==> src/eecs_pkg.sv <==
// constants shared by the epp/ecp cycle sequencer
// assumes a 50 MHz system clock with synchronous reset
package eecs_pkg;
    // access targets on the request port
    localparam logic [1:0] TGT_EPP_DATA = 2'h0;
    localparam logic [1:0] TGT_EPP_ADDR = 2'h1;
    localparam logic [1:0] TGT_ECP_FIFO = 2'h2;
    // clock budget before an access is retried
    localparam int RETRY_BUDGET = 16;
    // response delays from the sampling edge, filters off
    localparam int DLY_EPP_DATA_RISE = 3;
    localparam int DLY_EPP_ADDR_W_RISE = 4;
    localparam int DLY_EPP_ADDR_R_RISE = 3;
    localparam int DLY_EPP_END = 2;
    localparam int DLY_ECP_FWD_RISE = 2;
    localparam int DLY_ECP_FWD_END = 2;
    localparam int DLY_ECP_REV_ASSERT = 3;
    localparam int DLY_ECP_REV_RELEASE = 2;
    localparam int DLY_FILTER_EXTRA = 2;
    // reset values
    localparam logic [7:0] PORT_DATA_RST = 8'h00;
    localparam logic [4:0] CNT_RST = 5'h00;
    typedef enum logic [3:0] {
        ST_IDLE, ST_STROBE, ST_WAIT_HI, ST_DLY_RISE, ST_WAIT_LO,
        ST_DLY_END, ST_REV_DLY_ACK, ST_REV_WAIT_HI, ST_REV_DLY_END
    } eecs_state_type;
endpackage

==> src/eecs_sequencer.sv <==
// epp/ecp cycle sequencer between a request port and the 1284 pins
// assumes pin inputs are asynchronous; peripheral answers every strobe
`timescale 1ns/1ps
// What this block does
// - retry access when port cycle overruns budget
// - retried epp data access never restarts cycle
// - retried epp address access never restarts cycle
// - data cycle: afd high three clocks after busy
// - writes: close strobe two clocks after busy low
// - address write: slin high four after busy
// - reads: strobe low, busy answers, ends low
// - filters add two clocks to responses
// - fifo write completes, starts forward transfer
// - next fifo write retried until current transfer starts
// - forward: stb high two after busy, end two
// - reverse: afd low three after ack low
// - reverse: afd high two after ack high, stored unless full
// - fifo read never touches reverse transfer
module eecs_sequencer #(
    parameter int FIFO_DEPTH = 16
) (
    // clock and reset
    input wire logic sys_clk,
    input wire logic rst_n,
    // request port
    input wire logic req_valid,
    input wire logic req_write,
    input wire logic [1:0] req_target,
    input wire logic [7:0] req_wdata,
    output logic req_done,
    output logic req_retry,
    output logic [7:0] req_rdata,
    // mode controls
    input wire logic filter_en,
    input wire logic ecp_reverse,
    // parallel port pins
    input wire logic busy_pin,
    input wire logic ack_n_pin,
    input wire logic [7:0] pdata_in,
    output logic [7:0] pdata_out,
    output logic pdata_oe_n,
    output logic stb_n,
    output logic afd_n,
    output logic slin_n
);
    localparam int AW = $clog2(FIFO_DEPTH);
    if (FIFO_DEPTH < 2 || (1 << AW) != FIFO_DEPTH) begin : g_depth_check
        $error("FIFO_DEPTH must be a power of two, at least 2");
    end

    // input synchronisers
    logic [1:0] busy_sync, ack_sync;
    logic [7:0] pd_s1, pd_s2;
    logic busy_s, ack_n_s;
    always_ff @(posedge sys_clk) begin
        if (!rst_n) begin
            busy_sync <= 2'h0;
            ack_sync <= 2'h3;
            pd_s1 <= 8'h00;
            pd_s2 <= 8'h00;
        end else begin
            busy_sync <= {busy_sync[0], busy_pin};
            ack_sync <= {ack_sync[0], ack_n_pin};
            pd_s1 <= pdata_in;
            pd_s2 <= pd_s1;
        end
    end
    assign busy_s = busy_sync[1];
    assign ack_n_s = ack_sync[1];

    // reverse-mode data store
    logic [7:0] fifo_mem [FIFO_DEPTH];
    logic [AW:0] wr_ptr, rd_ptr;
    logic fifo_full, fifo_empty, fifo_push;
    assign fifo_full = (wr_ptr[AW] != rd_ptr[AW]) &&
        (wr_ptr[AW-1:0] == rd_ptr[AW-1:0]);
    assign fifo_empty = (wr_ptr == rd_ptr);

    eecs_pkg::eecs_state_type state;
    logic [4:0] dly, budget;
    logic cyc_write, cyc_addr, cyc_ecp;
    logic pend_valid, pend_write, pend_addr;
    logic cyc_done, fwd_pend;
    logic [7:0] fwd_byte, held_byte;
    logic busy_acc, fifo_acc, epp_acc, same_acc;
    logic [4:0] extra;

    assign extra = filter_en ? 5'(eecs_pkg::DLY_FILTER_EXTRA) : 5'h00;
    assign epp_acc = req_valid && req_target != eecs_pkg::TGT_ECP_FIFO;
    assign fifo_acc = req_valid && req_target == eecs_pkg::TGT_ECP_FIFO;
    assign same_acc = pend_valid && pend_write == req_write &&
        pend_addr == (req_target == eecs_pkg::TGT_EPP_ADDR);
    assign busy_acc = state != eecs_pkg::ST_IDLE || cyc_done;

    // request answers: combinational handshake
    always_comb begin
        req_done = 1'b0;
        req_retry = 1'b0;
        if (fifo_acc) begin
            req_done = req_write ? !fwd_pend : 1'b1;
            req_retry = req_write && fwd_pend;
        end else if (epp_acc) begin
            if (same_acc && cyc_done)
                req_done = 1'b1;
            else if (budget == 5'(eecs_pkg::RETRY_BUDGET - 1))
                req_retry = 1'b1;
        end
    end

    // read data register
    always_ff @(posedge sys_clk) begin
        if (!rst_n)
            req_rdata <= eecs_pkg::PORT_DATA_RST;
        else if (fifo_acc && !req_write)
            req_rdata <= fifo_empty ? 8'h00 : fifo_mem[rd_ptr[AW-1:0]];
        else if (epp_acc && !req_write)
            req_rdata <= held_byte;
    end

    // pci-side clock budget per access attempt
    always_ff @(posedge sys_clk) begin
        if (!rst_n || !epp_acc || req_done || req_retry)
            budget <= eecs_pkg::CNT_RST;
        else
            budget <= budget + 5'h01;
    end

    // forward byte queue of one
    always_ff @(posedge sys_clk) begin
        if (!rst_n) begin
            fwd_pend <= 1'b0;
            fwd_byte <= eecs_pkg::PORT_DATA_RST;
        end else if (fifo_acc && req_write && !fwd_pend) begin
            fwd_pend <= 1'b1;
            fwd_byte <= req_wdata;
        end else if (state == eecs_pkg::ST_IDLE && !cyc_done && !ecp_reverse
                && !epp_acc) begin
            fwd_pend <= 1'b0;
        end
    end

    // reverse store pointers
    always_ff @(posedge sys_clk) begin
        if (!rst_n) begin
            wr_ptr <= '0;
            rd_ptr <= '0;
        end else begin
            if (fifo_push) begin
                fifo_mem[wr_ptr[AW-1:0]] <= pd_s2;
                wr_ptr <= wr_ptr + 1'b1;
            end
            if (fifo_acc && !req_write && !fifo_empty)
                rd_ptr <= rd_ptr + 1'b1;
        end
    end

    // port cycle sequencer
    always_ff @(posedge sys_clk) begin
        if (!rst_n) begin
            state <= eecs_pkg::ST_IDLE;
            dly <= eecs_pkg::CNT_RST;
            cyc_write <= 1'b0;
            cyc_addr <= 1'b0;
            cyc_ecp <= 1'b0;
            pend_valid <= 1'b0;
            pend_write <= 1'b0;
            pend_addr <= 1'b0;
            cyc_done <= 1'b0;
            held_byte <= eecs_pkg::PORT_DATA_RST;
            fifo_push <= 1'b0;
            stb_n <= 1'b1;
            afd_n <= 1'b1;
            slin_n <= 1'b1;
            pdata_out <= eecs_pkg::PORT_DATA_RST;
            pdata_oe_n <= 1'b1;
        end else begin
            fifo_push <= 1'b0;
            dly <= dly + 5'h01;
            if (req_done && epp_acc) begin
                cyc_done <= 1'b0;
                pend_valid <= 1'b0;
            end
            case (state)
            eecs_pkg::ST_IDLE: begin
                dly <= eecs_pkg::CNT_RST;
                if (epp_acc && !busy_acc) begin
                    pend_valid <= 1'b1;
                    pend_write <= req_write;
                    pend_addr <= req_target == eecs_pkg::TGT_EPP_ADDR;
                    cyc_write <= req_write;
                    cyc_addr <= req_target == eecs_pkg::TGT_EPP_ADDR;
                    cyc_ecp <= 1'b0;
                    pdata_out <= req_wdata;
                    pdata_oe_n <= !req_write;
                    if (req_target == eecs_pkg::TGT_EPP_ADDR)
                        slin_n <= 1'b0;
                    else
                        afd_n <= 1'b0;
                    state <= eecs_pkg::ST_WAIT_HI;
                end else if (ecp_reverse && !ack_n_s) begin
                    pdata_oe_n <= 1'b1;
                    state <= eecs_pkg::ST_REV_DLY_ACK;
                end else if (!ecp_reverse && fwd_pend && !cyc_done) begin
                    cyc_ecp <= 1'b1;
                    pdata_out <= fwd_byte;
                    pdata_oe_n <= 1'b0;
                    stb_n <= 1'b0;
                    state <= eecs_pkg::ST_WAIT_HI;
                end
            end
            eecs_pkg::ST_WAIT_HI: begin
                dly <= eecs_pkg::CNT_RST;
                if (busy_s)
                    state <= eecs_pkg::ST_DLY_RISE;
            end
            eecs_pkg::ST_DLY_RISE: begin
                if (cyc_ecp) begin
                    if (dly == 5'(eecs_pkg::DLY_ECP_FWD_RISE - 1)
                            + extra) begin
                        stb_n <= 1'b1;
                        state <= eecs_pkg::ST_WAIT_LO;
                    end
                end else if (cyc_addr) begin
                    if (dly == (cyc_write
                            ? 5'(eecs_pkg::DLY_EPP_ADDR_W_RISE - 1)
                            : 5'(eecs_pkg::DLY_EPP_ADDR_R_RISE - 1)) + extra)
                    begin
                        slin_n <= 1'b1;
                        state <= eecs_pkg::ST_WAIT_LO;
                    end
                end else if (dly == 5'(eecs_pkg::DLY_EPP_DATA_RISE - 1)
                        + extra) begin
                    afd_n <= 1'b1;
                    state <= eecs_pkg::ST_WAIT_LO;
                end
            end
            eecs_pkg::ST_WAIT_LO: begin
                dly <= eecs_pkg::CNT_RST;
                if (!busy_s) begin
                    if (!cyc_write && !cyc_ecp) begin
                        held_byte <= pd_s2;
                        cyc_done <= 1'b1;
                        state <= eecs_pkg::ST_IDLE;
                    end else begin
                        state <= eecs_pkg::ST_DLY_END;
                    end
                end
            end
            eecs_pkg::ST_DLY_END: begin
                if (dly == (cyc_ecp ? 5'(eecs_pkg::DLY_ECP_FWD_END - 1)
                        : 5'(eecs_pkg::DLY_EPP_END - 1)) + extra) begin
                    if (!cyc_ecp) begin
                        if (cyc_addr)
                            slin_n <= 1'b0;
                        else
                            stb_n <= 1'b0;
                        cyc_done <= 1'b1;
                    end
                    state <= eecs_pkg::ST_IDLE;
                end
            end
            eecs_pkg::ST_REV_DLY_ACK: begin
                if (dly == 5'(eecs_pkg::DLY_ECP_REV_ASSERT - 1) + extra) begin
                    afd_n <= 1'b0;
                    state <= eecs_pkg::ST_REV_WAIT_HI;
                end
            end
            eecs_pkg::ST_REV_WAIT_HI: begin
                dly <= eecs_pkg::CNT_RST;
                if (ack_n_s) begin
                    fifo_push <= !fifo_full;
                    state <= eecs_pkg::ST_REV_DLY_END;
                end
            end
            eecs_pkg::ST_REV_DLY_END: begin
                if (dly == 5'(eecs_pkg::DLY_ECP_REV_RELEASE - 1) + extra) begin
                    afd_n <= 1'b1;
                    state <= eecs_pkg::ST_IDLE;
                end
            end
            default: state <= eecs_pkg::ST_IDLE;
            endcase
            // write strobe returns high once the retry collects the cycle
            if (req_done && epp_acc && cyc_write) begin
                stb_n <= 1'b1;
                slin_n <= 1'b1;
            end
        end
    end
endmodule // eecs_sequencer

==> config.mk <==
export PLATFORM = sky130hd
export DESIGN_NAME = eecs_sequencer
export DESIGN_NICKNAME = d
export VERILOG_FILES = /design/src/eecs_pkg.sv /design/src/eecs_sequencer.sv
export SDC_FILE = /design/constraint.sdc
export NUM_CORES = 1
export LEC_CHECK = 0
export BUFFER_PORTS_ARGS = -buffer_cell sky130_fd_sc_hd__clkbuf_2
export CORE_MARGIN = 2
export CORE_UTILIZATION = 45
export DETAILED_ROUTE_END_ITERATION = 8
export HOLD_SLACK_MARGIN = 0.1
export PLACE_DENSITY = 0.73
export SLEW_MARGIN = 10
export SYNTH_ARGS = -nofsm -noshare
export SYNTH_HDL_FRONTEND = slang
export SYNTH_SLANG_ARGS = --single-unit
==> constraint.sdc <==
create_clock -name sys_clk -period 2.2 [get_ports sys_clk]
set_input_delay 0.11 -clock sys_clk [delete_from_list [all_inputs] [get_ports sys_clk]]
set_output_delay 0.11 -clock sys_clk [all_outputs]
set_load 0.1 [all_outputs]
==> impl_metrics.json <==
{
  "die_h_um": 144,
  "min_path_cells": 5,
  "synthTopCellsByArea": "edfxtp_1 (43%), dfxtp_1 (21%), mux4_2 (10%)",
  "final_layout_size_suffix_gt1_share_pct": 21.0,
  "yosys.cell_count.top_type": "edfxtp_1",
  "slew_viol_final": 0,
  "final_cells": 975,
  "die_area_um2": 20900,
  "min_period_ns": 2.15,
  "netlist.top_cell.by_area": "edfxtp_1",
  "antenna_found_initial": 0,
  "r2r_cells": 5,
  "ios": 48,
  "syn_area_um2": 8870,
  "ir_drop_mv": 0.573,
  "synth-seq-cells": 219,
  "routabilityCongestion": 0.888,
  "max-slew-margin-rel_pct": 54.3,
  "wire_per_inst_um": 19.5,
  "synth_top_cells_by_count": "edfxtp_1 (128), dfxtp_1 (91), and2_1 (43)",
  "setup.worst_path.start_class": "flop",
  "syn_to_final_growth_pct": 17.9,
  "cts.path.max_buffers": 3,
  "coreArea_um2": 19400,
  "dp_hpwl_um": 12100,
  "firstDrtPassIters": 5,
  "drc": 0,
  "hp-class": "input pin to flop",
  "total_power_mw": 9.84,
  "clk_pin_slew_ns": 0.06,
  "status": "complete, no violations",
  "maxCapViolations": 0,
  "finalSetupViolCount": 0,
  "clock-sinks": 219,
  "grt_overflow_total": 0,
  "max_stage_delay_ns": 0.40,
  "crit_required_ns": 2.58,
  "synth_sequential_area_ratio_pct": 63.9,
  "start_util_pct": 45.7,
  "path_cells": "or3b_4, a2111o_1, a32o_2, or3_4, o221a_1",
  "skew_ns": 0.0163,
  "clk_latency_ns": 0.51,
  "ant_nets": 0,
  "async_flop_share_pct": 0,
  "fmaxAchievable_mhz": 466,
  "dp_cells": 911,
  "fin_ws_ns": 0.0533,
  "dr_wl_met2_um": 9770,
  "synth_cell_type_count": 51,
  "fin_crit_sh_pct": 97.6,
  "yosys_warnings": 0,
  "p_per_area_nw_per_um2": 941,
  "worstMarginPinSlew_ns": 0.685,
  "synth_top_area_share_pct": 43.3,
  "tritoncts": "yes",
  "p_leak_nw": 3.63,
  "syn_avg_cell_area_um2": 14.4,
  "vias_per_cell": 5.46,
  "rsz0062_at_grt": "false",
  "num_antenna_cells": 0,
  "grt_max_degree": 82,
  "end_kind": "flop",
  "cts_made_buffers": 23,
  "wl_met1_um": 7860,
  "wl_met3_um": 947,
  "synth_edf_count": 128,
  "grt_use_total_pct": 18.6,
  "critical_path_class": "flop to flop",
  "die_w_um": 144,
  "worstPathArrival_ns": 2.53,
  "wirelength_um": 19000,
  "critPathMaxFanout": 4,
  "drtIter0Drc": 375,
  "fp-row-count": 51,
  "root_buffer": "clkbuf_16",
  "synth_ff_type": "edfxtp_1",
  "vias": 5325,
  "dr.max_layer_used": "met4",
  "final_net_count": 727,
  "port_buffers": 47,
  "place_ws_ns": 0.0153,
  "cts.htree.levels": 1,
  "synth_cells": 617,
  "cp_slowest_cell": "or3_4",
  "tns_ns": 0,
  "grt_pass1_vias": 5384,
  "finalHoldViolCount": 0,
  "synth_fp_nets": 651,
  "grt_pass1_wl_um": 29600
}
[critical path: cells and delay by family (launching register included)]
kind	cells	cell delay (ns)
AO/OA/AOI/OAI	3	0.95
flip-flops	1	0.32
AND/OR/NAND/NOR	2	0.77
[metal layers]
metal / vias up / global-route usage, %
met5: - / 0
met2: 150 / 32.7
li1: 2459 / -
met3: 36 / 2.88
met1: 2680 / 24.1
met4: 0 / 4.91
[registers in the layout, summed over array words and instances (netlist names), 2 cells and up, named ones only]
signal     cells
dly            5
fwd_byte       8
budget         5
pdata_out      8
rd_ptr         5
req_rdata      8
fifo_mem     128
ack_sync       2
pd_s2          8
wr_ptr         5
state          4
pd_s1          8
held_byte      8
busy_sync      2
[final cells by class]
class | instances | area, µm²
clock inverters | 9 | 98.8
clock buffers | 33 | 644
fillers | 1573 | 8940
flip-flops and latches | 219 | 5670
repair buffers | 89 | 646
well taps | 265 | 332
inverters | 8 | 30.0
multi-input cells | 352 | 3040
[final timing paths]
path | slack [ns] | end | startpoint
setup reg to reg | 0.05 | state[1] | dly[1]
hold reg to reg | 0.41 | ack_sync[1] | ack_sync[0]
setup / recovery | 0.05 | state[1] | dly[1]
hold / removal | 0.17 | pend_addr | req_target[1]
[power by group]
part	internal, mW	switching [mW]	total [mW]
clock network	2.28	1.51	3.79
logic	0.442	1.03	1.47
registers	4.45	0.132	4.58
total	7.17	2.67	9.84
[per-stage QoR]
| step | util, % | instance area [µm²] | hold slack, ns |
|---|---|---|---|
| 2_1_floorplan | - | 8880 | 0.211 |
| 5_1_grt | 53.9 | 10500 | 0.158 |
| 6_report | 53.9 | 10500 | 0.167 |
| 3_5_place_dp | 48.9 | 9480 | 0.313 |
| 3_3_place_gp | 48.9 | 9480 | 0.316 |
| 4_1_cts | 53.8 | 10400 | 0.118 |
[timing repair]
item | in CTS | in global routing
hold endpoints to repair | 31 | 0
setup endpoints to repair | 3 | 14
pin swaps | 0 | 2
buffers inserted | 0 | 1
gates resized for setup | 3 | 4
hold buffers | 21 | 0
gates cloned | 0 | 0
[cell families after synthesis]
logic type / share of synthesized area [%]
compound gates: 5.78
xor+xnor: 2.47
fa+ha+maj: 1.13
buf+inv: 2.03
flops: 63.9
mux: 13.3
simple gates: 11.4
[cell usage in the layout, fill, tap and decap left out, types with 9 or more instances in the layout]
master,synthesis,routed
clkbuf_16,0,24
clkbuf_2,0,45
mux4_2,40,40
xor2_1,13,13
nand3_1,9,9
mux2i_1,28,28
nor2_1,27,27
nor2b_1,30,30
a21oi_1,10,10
xnor2_1,12,12
nand2b_1,11,11
dfxtp_1,91,88
o21ai_0,19,18
o211a_1,10,10
buf_4,1,18
and2_1,43,43
nand2_1,27,27
dlygate4sd3_1,0,21
edfxtp_1,128,128
Power figures use the tool's default switching activity.
